`config.mk`:
```
export PLATFORM = sky130hd
export DESIGN_NAME = tmr8_pwm
export DESIGN_NICKNAME = d
export VERILOG_FILES = /design/src/tmr8_divider.v /design/src/tmr8_pwm.v
export VERILOG_INCLUDE_DIRS = /design/src /design/src/src
export SDC_FILE = /design/constraint.sdc
export NUM_CORES = 1
export LEC_CHECK = 0
export BUFFER_PORTS_ARGS = -buffer_cell sky130_fd_sc_hd__buf_4
export CORE_MARGIN = 5
export CORE_UTILIZATION = 45
export DETAILED_ROUTE_END_ITERATION = 8
export PLACE_DENSITY = 0.69
export SLEW_MARGIN = 20
export SYNTH_ARGS = -nofsm -noshare
export SYNTH_HDL_FRONTEND = slang
export SYNTH_HIERARCHICAL = 1
export SYNTH_SLANG_ARGS = --single-unit
```
`constraint.sdc`:
```
create_clock -name sys_clk -period 7.45 [get_ports sys_clk]
set_clock_uncertainty 0.05 [all_clocks]
set_input_delay 0.745 -clock sys_clk [delete_from_list [all_inputs] [get_ports sys_clk]]
set_output_delay 0.745 -clock sys_clk [all_outputs]
set_load 0.02 [all_outputs]
```
`src/tmr8_map.vh`:
```
`ifndef TMR8_MAP_VH
`define TMR8_MAP_VH
// register word addresses (byte address = 4 * index)
`define TMR8_IDX_CONTROL 2'h0
`define TMR8_IDX_BOUND 2'h1
`define TMR8_IDX_SCALER 2'h2
`define TMR8_IDX_COUNT 2'h3
// control fields
`define TMR8_CTL_SRC_HI 7
`define TMR8_CTL_SRC_LO 4
`define TMR8_CTL_OUT_HI 3
`define TMR8_CTL_OUT_LO 2
`define TMR8_CTL_MODE 1
// scaler fields
`define TMR8_SCL_PWM6 7
`define TMR8_SCL_PRE_HI 6
`define TMR8_SCL_PRE_LO 5
`define TMR8_SCL_DIV_HI 4
`define TMR8_SCL_DIV_LO 0
// clock source codes
`define TMR8_SRC_STOP 4'h0
`define TMR8_SRC_SYSCLK 4'h1
`define TMR8_SRC_EXT0 4'h2
`define TMR8_SRC_EXT1 4'h3
// output select codes
`define TMR8_OUT_FIRST 2'h2
`define TMR8_OUT_SECOND 2'h3
// reset values
`define TMR8_RST_BYTE 8'h00
// pre-scale terminal counts (divide by 1, 4, 16, 64)
`define TMR8_PRE_T1 6'h00
`define TMR8_PRE_T4 6'h03
`define TMR8_PRE_T16 6'h0F
`define TMR8_PRE_T64 6'h3F
// 6-bit pwm range mask
`define TMR8_PWM6_MASK 8'h3F
`endif

```
`src/tmr8_divider.v`:
```
`include "tmr8_map.vh"

// pre-scaler followed by the 5-bit scaler; emits one-cycle count ticks
module tmr8_divider (
    // clock and reset
    input wire sys_clk,
    input wire rst_n,
    // source enable and settings
    input wire src_tick,
    input wire [1:0] pre_sel,
    input wire [4:0] div_val,
    // timer count clock as a tick
    output reg count_tick
);

reg [5:0] pre_reg;
reg [4:0] div_reg;
reg [5:0] pre_term;

always @*
begin
    case (pre_sel)
        2'h0: pre_term = `TMR8_PRE_T1;
        2'h1: pre_term = `TMR8_PRE_T4;
        2'h2: pre_term = `TMR8_PRE_T16;
        default: pre_term = `TMR8_PRE_T64;
    endcase
end

always @(posedge sys_clk)
begin
    if (!rst_n)
    begin
        pre_reg <= 6'h00;
        div_reg <= 5'h00;
        count_tick <= 1'b0;
    end
    else
    begin
        count_tick <= 1'b0;
        if (src_tick)
        begin
            if (pre_reg >= pre_term)
            begin
                pre_reg <= 6'h00;
                if (div_reg >= div_val)
                begin
                    div_reg <= 5'h00;
                    count_tick <= 1'b1;
                end
                else
                    div_reg <= div_reg + 5'h01;
            end
            else
                pre_reg <= pre_reg + 6'h01;
        end
    end
end

endmodule // tmr8_divider

```
`src/tmr8_pwm.v`:
```
`include "tmr8_map.vh"

// Operation
// - in periodic mode the output has a 50 percent duty for any settings.
// - periodic frequency is source over 2*(bound+1)*prescale*(scaler+1).
// - control bits 7..4 choose the clock source of the divider chain.
// - scaler bits 6..5 pre-divide the source by 1, 4, 16 or 64.
// - scaler bits 4..0 divide further by their value plus one.
// - the 8-bit bound sets the period in periodic and duty in pwm modes.
// - 8-bit pwm runs at source/(256*pre*(scl+1)), duty (bound+1)/256.
// - 6-bit pwm runs at source/(64*pre*(scl+1)), duty (bound bits 5..0 + 1)/64.
// - source 0001 is the system clock, output 10 is the first pin, mode 0 periodic.
// - the counter counts up only and returns to zero on reaching the bound in periodic mode, or 255 (8-bit) or 63 (6-bit) in pwm modes.
// - software may write and read the count at any time.
// - control bits 3..2 route the waveform to the first or second pin.
module tmr8_pwm (
    // clock and reset
    input wire sys_clk,
    input wire rst_n,
    // avalon-mm slave
    input wire [3:0] avs_address,
    input wire avs_read,
    input wire avs_write,
    input wire [31:0] avs_writedata,
    input wire [3:0] avs_byteenable,
    output reg [31:0] avs_readdata,
    output wire avs_waitrequest,
    // alternate clock sources, synchronous one-cycle enables
    input wire ext_src0_tick,
    input wire ext_src1_tick,
    // output pins
    output wire first_output_pin,
    output wire first_output_oe,
    output wire second_output_pin,
    output wire second_output_oe,
    // interrupt request pulse
    output reg timer8_irq
);

reg [7:0] timer8_control_reg;
reg [7:0] timer8_bound_reg;
reg [7:0] timer8_scaler_reg;
reg [7:0] timer8_count_reg;
reg [7:0] timer8_count_next;
reg wave_reg;
reg wave_next;
reg ack_reg;
reg src_tick;
reg wrap;
reg irq_next;
wire timer8_count_clock;
wire [1:0] word_idx;
wire req;
wire pwm_mode;
wire pwm6;
wire [7:0] full_top;

assign word_idx = avs_address[3:2];
assign req = avs_read | avs_write;
// one wait cycle per access, answer on the second cycle
assign avs_waitrequest = req & ~ack_reg;

assign pwm_mode = timer8_control_reg[`TMR8_CTL_MODE];
assign pwm6 = timer8_scaler_reg[`TMR8_SCL_PWM6];
assign full_top = pwm6 ? `TMR8_PWM6_MASK : 8'hFF;

always @*
begin
    case (timer8_control_reg[`TMR8_CTL_SRC_HI:`TMR8_CTL_SRC_LO])
        `TMR8_SRC_SYSCLK: src_tick = 1'b1;
        `TMR8_SRC_EXT0: src_tick = ext_src0_tick;
        `TMR8_SRC_EXT1: src_tick = ext_src1_tick;
        default: src_tick = 1'b0;
    endcase
end

tmr8_divider u_div (
    .sys_clk(sys_clk),
    .rst_n(rst_n),
    .src_tick(src_tick),
    .pre_sel(timer8_scaler_reg[`TMR8_SCL_PRE_HI:`TMR8_SCL_PRE_LO]),
    .div_val(timer8_scaler_reg[`TMR8_SCL_DIV_HI:`TMR8_SCL_DIV_LO]),
    .count_tick(timer8_count_clock)
);

// counter, waveform and wrap detection
always @*
begin
    timer8_count_next = timer8_count_reg;
    wave_next = wave_reg;
    wrap = 1'b0;
    if (timer8_count_clock)
    begin
        if (!pwm_mode)
        begin
            if (timer8_count_reg >= timer8_bound_reg)
            begin
                timer8_count_next = `TMR8_RST_BYTE;
                wrap = 1'b1;
                wave_next = ~wave_reg;
            end
            else
                timer8_count_next = timer8_count_reg + 8'h01;
        end
        else
        begin
            if ((timer8_count_reg & full_top) >= full_top)
            begin
                timer8_count_next = `TMR8_RST_BYTE;
                wrap = 1'b1;
            end
            else
                timer8_count_next = (timer8_count_reg & full_top) + 8'h01;
        end
    end
    if (pwm_mode)
        wave_next = ((timer8_count_next & full_top) <=
                     (timer8_bound_reg & full_top));
    // software write of the count takes priority over counting
    if (avs_write && ack_reg && word_idx == `TMR8_IDX_COUNT
        && avs_byteenable[0])
        timer8_count_next = avs_writedata[7:0];
    irq_next = wrap;
end

always @(posedge sys_clk)
begin
    if (!rst_n)
    begin
        timer8_control_reg <= `TMR8_RST_BYTE;
        timer8_bound_reg <= `TMR8_RST_BYTE;
        timer8_scaler_reg <= `TMR8_RST_BYTE;
        timer8_count_reg <= `TMR8_RST_BYTE;
        wave_reg <= 1'b0;
        ack_reg <= 1'b0;
        timer8_irq <= 1'b0;
        avs_readdata <= 32'h00000000;
    end
    else
    begin
        timer8_count_reg <= timer8_count_next;
        wave_reg <= wave_next;
        timer8_irq <= irq_next;
        ack_reg <= req & ~ack_reg;
        if (avs_write && ack_reg && avs_byteenable[0])
        begin
            case (word_idx)
                `TMR8_IDX_CONTROL: timer8_control_reg <= avs_writedata[7:0];
                `TMR8_IDX_BOUND: timer8_bound_reg <= avs_writedata[7:0];
                `TMR8_IDX_SCALER: timer8_scaler_reg <= avs_writedata[7:0];
                default: ;
            endcase
        end
        if (avs_read && !ack_reg)
        begin
            case (word_idx)
                `TMR8_IDX_CONTROL:
                    avs_readdata <= {24'h000000, timer8_control_reg};
                `TMR8_IDX_BOUND:
                    avs_readdata <= {24'h000000, timer8_bound_reg};
                `TMR8_IDX_SCALER:
                    avs_readdata <= {24'h000000, timer8_scaler_reg};
                default:
                    avs_readdata <= {24'h000000, timer8_count_reg};
            endcase
        end
    end
end

// pin routing
assign first_output_oe = (timer8_control_reg[`TMR8_CTL_OUT_HI:`TMR8_CTL_OUT_LO]
                          == `TMR8_OUT_FIRST);
assign second_output_oe = (timer8_control_reg[`TMR8_CTL_OUT_HI:`TMR8_CTL_OUT_LO]
                           == `TMR8_OUT_SECOND);
assign first_output_pin = wave_reg & first_output_oe;
assign second_output_pin = wave_reg & second_output_oe;

endmodule // tmr8_pwm

```
Word level (Yosys, flattened, before mapping)

Index checks and enable logic that the tools add are counted.

Flip-flop bits (word level): 79
Bits in latches: 0
RAM bits: 0
Bits in read-only memories: 0
Input port bits: 46
Output and inout port bits: 38
Logic and storage cells: 74
Memories kept: 0

$add $sub $neg: 4
Multipliers: 0
Divide/modulo/power cells: 0
Magnitude comparators: 5
Equal/unequal tests: 10
Shift-type cells: 0
Mux-type cells: 18
Bitwise logic cells: 9
Reduce and logical (&&, ||, !) cells: 17

Operators by type and width:

| cell                                                                   | count |
|---|---|
| 8-bit 2-to-1 mux                                                       | 6 |
| 8-bit AND                                                              | 3 |
| 8-bit one-hot mux with 3 select lines                                  | 1 |
| 6-bit one-hot mux with 3 select lines                                  | 1 |
| 8-bit by 1-bit adder with 8-bit output (second input constant)         | 2 |
| 8-bit >= comparator                                                    | 2 |
| 2-bit AND reduction                                                    | 6 |
| 2-bit equality test (second input constant)                            | 5 |
| 4-bit by 2-bit equality test with 1-bit output (second input constant) | 2 |
| 8-bit <= comparator                                                    | 1 |
| 1-bit 2-to-1 mux                                                       | 7 |
| 6-bit by 1-bit adder with 6-bit output (second input constant)         | 1 |
| 6-bit >= comparator                                                    | 1 |
| 6-bit 2-to-1 mux                                                       | 1 |
| 5-bit by 1-bit adder with 5-bit output (second input constant)         | 1 |
| 5-bit >= comparator                                                    | 1 |
| 1-bit logical AND                                                      | 5 |
| 5-bit 2-to-1 mux                                                       | 1 |
| 2-bit by 1-bit equality test with 1-bit output (second input constant) | 2 |
| 4-bit by 1-bit equality test with 1-bit output (second input constant) | 1 |
| 2-bit logical NOT                                                      | 2 |
| 2-bit nonzero test                                                     | 2 |
| 1-bit AND                                                              | 3 |
| 1-bit one-hot mux with 3 select lines                                  | 1 |
| 4 further kinds                                                        | 5 |

Depth between registers and ports, before layout

Gate-level depths: netlist (run 1).

Depth in word-level cells: 9
Depth in mapped cells: 13

Cells and area by module

The synthesis (run 1) kept the hierarchy.

Modules (own cells, without submodules):

| module       | times used | cells an instance | area an instance (µm²) | seq. area each (µm²) |
|---|---|---|---|---|
| tmr8_pwm     | 1          | 312               | 2,736.4                | 860.8 |
| tmr8_divider | 1          | 92                | 839.6                  | 240.2 |

Worst setup path before layout (run 1)

No wires, ideal clock.

Path kind: register -> register
Start point: register timer8_bound_reg[6]
End point: register wave_reg
Arrival: 2,715 ps
Setup slack: 4,613 ps
Stages on the path, launching flop included: 13
Path through: dfxtp_1 > inv_1 > ha_1 > a21o_1 > a2111oi_4 > a21boi_0 > o21ai_0 > ha_1 > nor2b_1 > o211ai_1 > nor4bb_1 > o21ai_0 > mux2i_1

Cells in the longest elaborated chain, start to end: 7
Elaborated cells on any way between the ends: 10

RTL lines:

| item                   | RTL line       | source |
|---|---|---|
| start, declared        | tmr8_pwm.v:41  | `reg [7:0] timer8_bound_reg;` |
| start signal, assigned | tmr8_pwm.v:131 | `` timer8_bound_reg <= `TMR8_RST_BYTE; `` |
| start signal, assigned | tmr8_pwm.v:149 | `` `TMR8_IDX_BOUND: timer8_bound_reg <= avs_writedata[7:0]; `` |
| 8-bit >= comparator    | tmr8_pwm.v:96  | `if (timer8_count_reg >= timer8_bound_reg)` |
| 8-bit 2-to-1 mux       | tmr8_pwm.v:96  |  |
| 8-bit 2-to-1 mux       | tmr8_pwm.v:94  | `if (!pwm_mode)` |
| 8-bit 2-to-1 mux       | tmr8_pwm.v:92  | `if (timer8_count_clock)` |
| 8-bit AND              | tmr8_pwm.v:117 | `wave_next = ((timer8_count_next & full_top) <=` |
| 8-bit <= comparator    | tmr8_pwm.v:117 |  |
| 1-bit 2-to-1 mux       | tmr8_pwm.v:116 | `if (pwm_mode)` |
| end signal, assigned   | tmr8_pwm.v:142 | `wave_reg <= wave_next;` |
| end, declared          | tmr8_pwm.v:45  | `reg wave_reg;` |

Parallel ways exist; a longest one is shown, timed or not.
A chain may end at the register's enable or synchronous reset.

Worst setup path in the final report (run 1)

Start point: register timer8_count_reg[6]
End point: register wave_reg

Cells in the longest elaborated chain, start to end: 8
Elaborated cells on any way between the ends: 14

RTL lines:

| item                                                                                 | RTL line                       | source |
|---|---|---|
| start, declared                                                                      | tmr8_pwm.v:43                  | `reg [7:0] timer8_count_reg;` |
| start signal, assigned                                                               | tmr8_pwm.v:133                 | `` timer8_count_reg <= `TMR8_RST_BYTE; `` |
| start signal, assigned                                                               | tmr8_pwm.v:141                 | `timer8_count_reg <= timer8_count_next;` |
| 8-bit AND                                                                            | tmr8_pwm.v:107, tmr8_pwm.v:113 |  |
| 8-bit by 1-bit adder with 8-bit output / 8-bit >= comparator (equally long branches) | tmr8_pwm.v:113, tmr8_pwm.v:107 |  |
| 8-bit 2-to-1 mux                                                                     | tmr8_pwm.v:107                 | `if ((timer8_count_reg & full_top) >= full_top)` |
| 8-bit 2-to-1 mux                                                                     | tmr8_pwm.v:94                  |  |
| 8-bit 2-to-1 mux                                                                     | tmr8_pwm.v:92                  |  |
| 8-bit AND                                                                            | tmr8_pwm.v:117                 |  |
| 8-bit <= comparator                                                                  | tmr8_pwm.v:117                 |  |
| 1-bit 2-to-1 mux                                                                     | tmr8_pwm.v:116                 |  |

Parallel ways exist; a longest one is shown, timed or not.

==> load_flow_metrics.sql, run 1 <==
INSERT INTO impl_metrics (metric_group, metric, value, unit) VALUES
('logic_synthesis', 'edff_count_synth', '0', ''),
('worst_setup_path', 'rrSetupSlack', '4150', 'ps'),
('worst_setup_path', 'worstReg2RegStart', 'timer8_count_reg[6]', ''),
('cells_and_area', 'finalNetCount', '504', ''),
('clock_tree', 'numClockSinks', '55', ''),
('power', 'pwr-share-comb', '0.111', ''),
('detailed_routing', 'detail_route.wl_per_cell', '14.9', 'µm'),
('timing', 'layout_worst_path_cycle_share', '0.443', ''),
('logic_synthesis', 'synthesized_netlist_cell_count', '404', ''),
('timing', 'setup_viol', '0', ''),
('clock_tree', 'cts-resized-gates', '0', ''),
('placement', 'cell_total_after_placement', '523', ''),
('clock_tree', 'cts.repair_timing.setup_buffer_count', '0', ''),
('logic_synthesis', 'yosysSeqAreaShare', '0.308', ''),
('clock_tree', 'clk-insertion-delay-late', '310', 'ps'),
('global_routing', 'grt_first_pass_wirelength', '12700', 'µm'),
('worst_hold_path', 'worst_hold_path.num_cells', '2', ''),
('power', 'netSwitchingPower', '0.000141', 'W'),
('clock_tree', 'cts_hold_buffers', '0', ''),
('worst_setup_path', 'endpoint_kind', 'flop', ''),
('detailed_routing', 'drc', '0', ''),
('worst_setup_path', 'worstSetupPathType', 'reg2reg', ''),
('global_routing', 'global_route.overflow_total', '0', ''),
('timing', 'unrepaired_setup_endpoints_after_global_routing', 'false', ''),
('power', 'power.share.switching', '0.270', ''),
('timing', 'transition_at_the_pin_with_the_smallest_max_transition_slack', '690', 'ps'),
('global_routing', 'grt_max_degree', '35', ''),
('logic_synthesis', 'synthArstFlopShare', '0', ''),
('clock_tree', 'ctsLongestPathBuffers', '2', ''),
('worst_setup_path', 'rr_endpoint', 'wave_reg', ''),
('placement', 'port-buffer-count', '30', ''),
('detailed_routing', 'drt_pass1_iterations', '4', ''),
('worst_setup_path', 'cp_peak_stage_delay', '520', 'ps'),
('detailed_routing', 'drtIter0Drc', '190', ''),
('logic_synthesis', 'synthesis.area_per_instance', '8.85', 'µm²'),
('die', 'start_util', '0.463', ''),
('cells_and_area', 'finalCoreUtilization', '0.500', ''),
('worst_setup_path', 'critical_path.max_fanout', '9', ''),
('cells_and_area', 'antennaDiodeCount', '0', ''),
('detailed_routing', 'antenna_left', '0', ''),
('placement', 'place_hpwl', '6140', 'µm'),
('clock_tree', 'root_buffer', 'clkbuf_8', ''),
('worst_setup_path', 'cp.arrival', '3490', 'ps'),
('power', 'power.share.sequential', '0.573', ''),
('clock_tree', 'path_clk_slew', '100', 'ps'),
('power', 'clockPowerShare', '0.316', ''),
('worst_setup_path', 'worstSetupStartpointType', 'flop', ''),
('worst_setup_path', 'worstPathCellList', 'ha_1 -> a21o_1 -> a2111oi_4 -> a21boi_0 -> o21ai_0 -> ha_1 -> nor2b_1 -> o211ai_1 -> nor4bb_1 -> o21ai_0 -> mux2i_1', ''),
('cells_and_area', 'fin_cells', '531', ''),
('detailed_routing', 'via_count', '2845', ''),
('clock_tree', 'htree_levels', '2', ''),
('logic_synthesis', 'netlist_top_cells_area', 'dfxtp_1 (31%), ha_1 (10%), buf_4 (5.5%)', ''),
('logic_synthesis', 'netlist-cell-type-count', '62', ''),
('worst_setup_path', 'slowest_stage', 'dfxtp_1', ''),
('die', 'floorplan.die_area', '9830', 'µm²'),
('status', 'run_status', 'completed', ''),
('logic_synthesis', 'yosys-top-cells-count', 'dfxtp_1 (55), nand2_1 (48), nor2_1 (39)', ''),
('placement', 'gp_congestion', '0.845', ''),
('power', 'final_power', '0.000522', 'W'),
('global_routing', 'gr-usage-all-layers', '0.157', ''),
('power', 'leak_pwr', '1.47', 'nW'),
('die', 'io_pins', '84', ''),
('die', 'design.core.area', '7730', 'µm²'),
('logic_synthesis', 'synthMostInstantiatedCell', 'dfxtp_1', ''),
('timing', 'drv_slew', '0', ''),
('timing', 'timing.final.hold_violations', '0', ''),
('logic_synthesis', 'synth_ff_type', 'dfxtp_1', ''),
('power', 'power_density', '135', 'nW/µm²'),
('power', 'irDropWorstVdd', '0.0710', 'mV'),
('cells_and_area', 'drive_above_1_share', '0.161', ''),
('detailed_routing', 'routed_wl', '7890', 'µm');
-- layout make-up --
class                           count  area, µm²  share of cell area
Clock inverter                      2       12.5             0.00324
Multi-Input combinational cell    312       2220               0.576
Sequential cell                    55       1100               0.285
Inverter                           21       78.8              0.0204
Clock buffer                        6       72.6              0.0188
Timing Repair Buffer               33        248              0.0641
Tap cell                          102        128              0.0330
-- cells in the final DEF (no fill, tap or decap), drive strengths merged, types with 7 or more instances in the layout --
cell type   n
dfxtp      55
nand2      49
nor2       39
buf        33
ha         30
a21oi      27
conb       24
nand3      23
inv        21
mux2i      18
o21ai       9
mux4        8
xor2        7
-- routing by layer --
layer / global-route usage / wire (µm) / vias to the layer above
met3: 0.0330 / 473 / 4
li1: - / - / 1424
met1: 0.211 / 3600 / 1334
met2: 0.262 / 3780 / 83
met4: 0.0305 / 39 / 0
met5: 0 / 0 / -
-- per-stage QoR --
| step | hold WS [ps] | instance area, µm² | setup WS (ps) |
|---|---|---|---|
| floorplan | 396 | 3660 | 4610 |
| global placement | 398 | 3780 | 4240 |
| detailed placement | 406 | 3780 | 4180 |
| CTS | 421 | 3860 | 4160 |
| global route | 441 | 3860 | 3970 |
| finish | 418 | 3860 | 4150 |
-- worst max-delay path by stage --
| stage | start | endpoint | depth (start not counted) |
|---|---|---|---|
| floorplan | timer8_bound_reg[6] | wave_reg | 12 |
| global placement | timer8_count_reg[6] | wave_reg | 11 |
| detailed placement | timer8_count_reg[6] | wave_reg | 11 |
| CTS | timer8_count_reg[6] | wave_reg | 11 |
| global route | timer8_count_reg[6] | wave_reg | 11 |
| finish | timer8_count_reg[6] | wave_reg | 11 |
-- critical path, delay by kind of cell, from the launching register on --
family / cells / cell delay (ps)
AO/OA/AOI/OAI: 6 / 1530
adder cells (fa/ha/maj): 2 / 580
flip-flops: 1 / 520
multiplexers: 1 / 140
AND/OR/NAND/NOR: 2 / 410
-- kinds of logic (layout without fill, tap and decap cells) --
group / count (synthesis) / in the layout / synth area share
AOI/OAI and AO/OA: 73 / 73 / 0.163
DFF: 55 / 55 / 0.308
xor gates and xnor gates: 11 / 11 / 0.0269
muxes: 26 / 26 / 0.101
buffers and inverters: 60 / 62 / 0.0941
and+or+nand+nor: 148 / 148 / 0.201
adders and majority gates: 30 / 30 / 0.105
other: 1 / 24 / 0.00105
-- power by group through the flow --
stage / Combinational, W / Sequential, W / Clock (W)
2_1_floorplan: 0.0000504 / 0.000305 / 0
3_3_place_gp: 0.0000570 / 0.000306 / 0
3_5_place_dp: 0.0000577 / 0.000306 / 0
4_1_cts: 0.0000579 / 0.000299 / 0.000171
5_1_grt: 0.0000634 / 0.000300 / 0.000183
6_report: 0.0000581 / 0.000299 / 0.000165
Note: power is estimated with default switching activity, not from simulation.
==> run 2: changes to the inputs <==
==> constraint.sdc (replaced) <==
create_clock -name sys_clk -period 3.25 [get_ports sys_clk]
set_clock_uncertainty 0.05 [all_clocks]
set_input_delay 0.325 -clock sys_clk [delete_from_list [all_inputs] [get_ports sys_clk]]
set_output_delay 0.325 -clock sys_clk [all_outputs]
set_load 0.02 [all_outputs]
==> run 2 against run 1 <==
Critical path depth increased by 2. Register-to-register slack worse by 3900 ps. Hold slack got worse by 190 ps. First-iteration DRC count fell by 39%. Wire length increased by 2.7%.
==> load_flow_metrics.sql, run 2 (same netlist as run 1, synthesis figures left out) <==
INSERT INTO impl_metrics (metric_group, metric, value, unit) VALUES
('placement', 'gp_congestion', '0.858', ''),
('timing', 'transition_at_the_pin_with_the_smallest_max_transition_slack', '767', 'ps'),
('clock_tree', 'cts_tree', 'done', ''),
('global_routing', 'gr-usage-all-layers', '0.166', ''),
('timing', 'timing.final.hold_violations', '0', ''),
('cells_and_area', 'fin_cells', '536', ''),
('clock_tree', 'ctsLongestPathBuffers', '2', ''),
('status', 'run_status', 'completed', ''),
('placement', 'cell_total_after_placement', '527', ''),
('global_routing', 'global_route.overflow_total', '0', ''),
('power', 'leak_pwr', '1.51', 'nW'),
('die', 'floorplan.die_area', '9830', 'µm²'),
('worst_setup_path', 'r2r.worst_path.cells', '13', ''),
('worst_setup_path', 'rr_endpoint', 'wave_reg', ''),
('timing', 'drv_slew', '0', ''),
('detailed_routing', 'drt_pass1_iterations', '4', ''),
('worst_setup_path', 'critical_path.max_fanout', '9', ''),
('clock_tree', 'numClockSinks', '55', ''),
('timing', 'slew_headroom', '0.488', ''),
('cells_and_area', 'finalCoreUtilization', '0.509', ''),
('worst_setup_path', 'worstReg2RegStart', 'timer8_bound_reg[7]', ''),
('timing', 'total_negative_slack', '0', 'ps'),
('worst_hold_path', 'hold_path_end', 'timer8_count_reg[2]', ''),
('global_routing', 'antenna_violations_before_repair', '0', ''),
('cells_and_area', 'layout.cells.most_common_list', 'dfxtp_1 (53), nand2_1 (48), nor2_1 (39), buf_4 (39), ha_1 (30)', ''),
('detailed_routing', 'post_drt_via_cell_ratio', '5.41', ''),
('detailed_routing', 'via_count', '2899', ''),
('placement', 'place_hpwl', '6310', 'µm'),
('worst_setup_path', 'worstSetupStartpointType', 'flop', ''),
('die', 'fp-row-count', '32', ''),
('clock_tree', 'root_buffer', 'clkbuf_8', ''),
('die', 'floorplan.die.width', '99.1', 'µm'),
('power', 'power_density', '322', 'nW/µm²'),
('worst_setup_path', 'critical_path_required', '3440', 'ps'),
('cells_and_area', 'fillers', '746', ''),
('cells_and_area', 'final_common_cell', 'dfxtp_1', ''),
('worst_setup_path', 'worstSetupPathType', 'reg2reg', ''),
('worst_setup_path', 'cp.arrival', '3200', 'ps'),
('timing', 'period_needed', '3020', 'ps'),
('global_routing', 'grt_max_degree', '24', ''),
('die', 'io_pins', '84', ''),
('clock_tree', 'path_clk_slew', '100', 'ps'),
('clock_tree', 'numCtsBuffers', '5', ''),
('global_routing', 'grt_first_pass_wirelength', '13500', 'µm'),
('cells_and_area', 'multi_input_comb_area', '2230', 'µm²'),
('clock_tree', 'clk-insertion-delay-late', '300', 'ps'),
('cells_and_area', 'synthToLayoutAreaGrowth', '10.0', '%'),
('worst_hold_path', 'holdCritStartpoint', 'avs_writedata[2]', ''),
('detailed_routing', 'detail_route.wl_per_cell', '15.1', 'µm'),
('power', 'irDropWorstVdd', '0.176', 'mV'),
('die', 'design.core.area', '7730', 'µm²'),
('detailed_routing', 'antenna_left', '0', ''),
('detailed_routing', 'drc', '0', ''),
('worst_hold_path', 'holdCritPathClass', 'in2reg', ''),
('placement', 'port-buffer-count', '30', ''),
('power', 'final_power', '0.00127', 'W'),
('die', 'start_util', '0.463', ''),
('die', 'die_h', '99.1', 'µm'),
('clock_tree', 'htree_levels', '2', ''),
('cells_and_area', 'seqCellArea', '1100', 'µm²'),
('job', 'max-cap-violations', '0', ''),
('cells_and_area', 'antennaDiodeCount', '0', ''),
('timing', 'maxClockFrequency', '332', 'MHz'),
('detailed_routing', 'routed_wl', '8110', 'µm'),
('clock_tree', 'cts_hold_buffers', '0', ''),
('timing', 'setup_viol', '0', ''),
('global_routing', 'via_count_of_the_first_global_routing_pass', '2816', ''),
('cells_and_area', 'finalNetCount', '510', ''),
('timing', 'unrepaired_setup_endpoints_after_global_routing', 'false', ''),
('cells_and_area', 'drive_above_1_share', '0.177', ''),
('worst_hold_path', 'worst_hold_path.num_cells', '3', ''),
('timing', 'layout_worst_path_cycle_share', '0.928', ''),
('worst_setup_path', 'rrSetupSlack', '230', 'ps'),
('worst_setup_path', 'endpoint_kind', 'flop', ''),
('detailed_routing', 'drtIter0Drc', '115', '');
## run 2: power breakdown
group	internal, W	switching, W
Combinational	0.0000464	0.0000926
Clock	0.000226	0.000215
Sequential	0.000679	0.00000603
Total	0.000952	0.000314
## run 2: worst max-delay path by stage
stage	start	to	slack (ps)	cells after the start
6_report	timer8_bound_reg[7]	wave_reg	230	13
2_1_floorplan	timer8_bound_reg[6]	wave_reg	410	12
4_1_cts	timer8_count_reg[0]	wave_reg	60	13
5_1_grt	timer8_bound_reg[7]	wave_reg	10	13
3_5_place_dp	timer8_count_reg[0]	wave_reg	100	13
3_3_place_gp	timer8_count_reg[0]	wave_reg	180	13
## run 2: final cells by class
class                           instances  share of cell area
Inverter                               21              0.0200
Tap cell                              102              0.0324
Clock inverter                          1             0.00763
Timing Repair Buffer                   39              0.0744
Clock buffer                            6              0.0184
Multi-Input combinational cell        312               0.566
Sequential cell                        55               0.281
## run 2: critical path, stage by stage (launching register included)
cell and delay, ps:
dfxtp_2 380, inv_1 50, ha_1 350, and4_4 210
a2111oi_4 380, buf_4 200, a21oi_4 100, nor2_1 150
ha_1 250, a211oi_1 220, nor2_1 100, nor4bb_1 270
o21ai_0 120, mux2i_1 130
## run 2: per-stage QoR
step           area, µm²  hold slack [ps]  worst slack (ps)
2_1_floorplan       3660              396               413
3_3_place_gp        3810              397               180
3_5_place_dp        3810              403              96.8
4_1_cts             3910              228              60.8
5_1_grt             3930              237              10.4
6_report            3930              229               235
## run 2: repair_timing
action / 4_1_cts / 5_1_grt
setup endpoints to repair: 0 / 1
resized for setup: 0 / 4
setup buffers: 0 / 2
## run 2: layer usage
metal | global-route usage | up-vias | share of wire
li1 | - | 1437 | -
met1 | 0.224 | 1381 | 0.45
met2 | 0.282 | 75 | 0.48
met3 | 0.0295 | 6 | 0.059
met4 | 0.0294 | 0 | 0.0074
met5 | 0 | - | 0
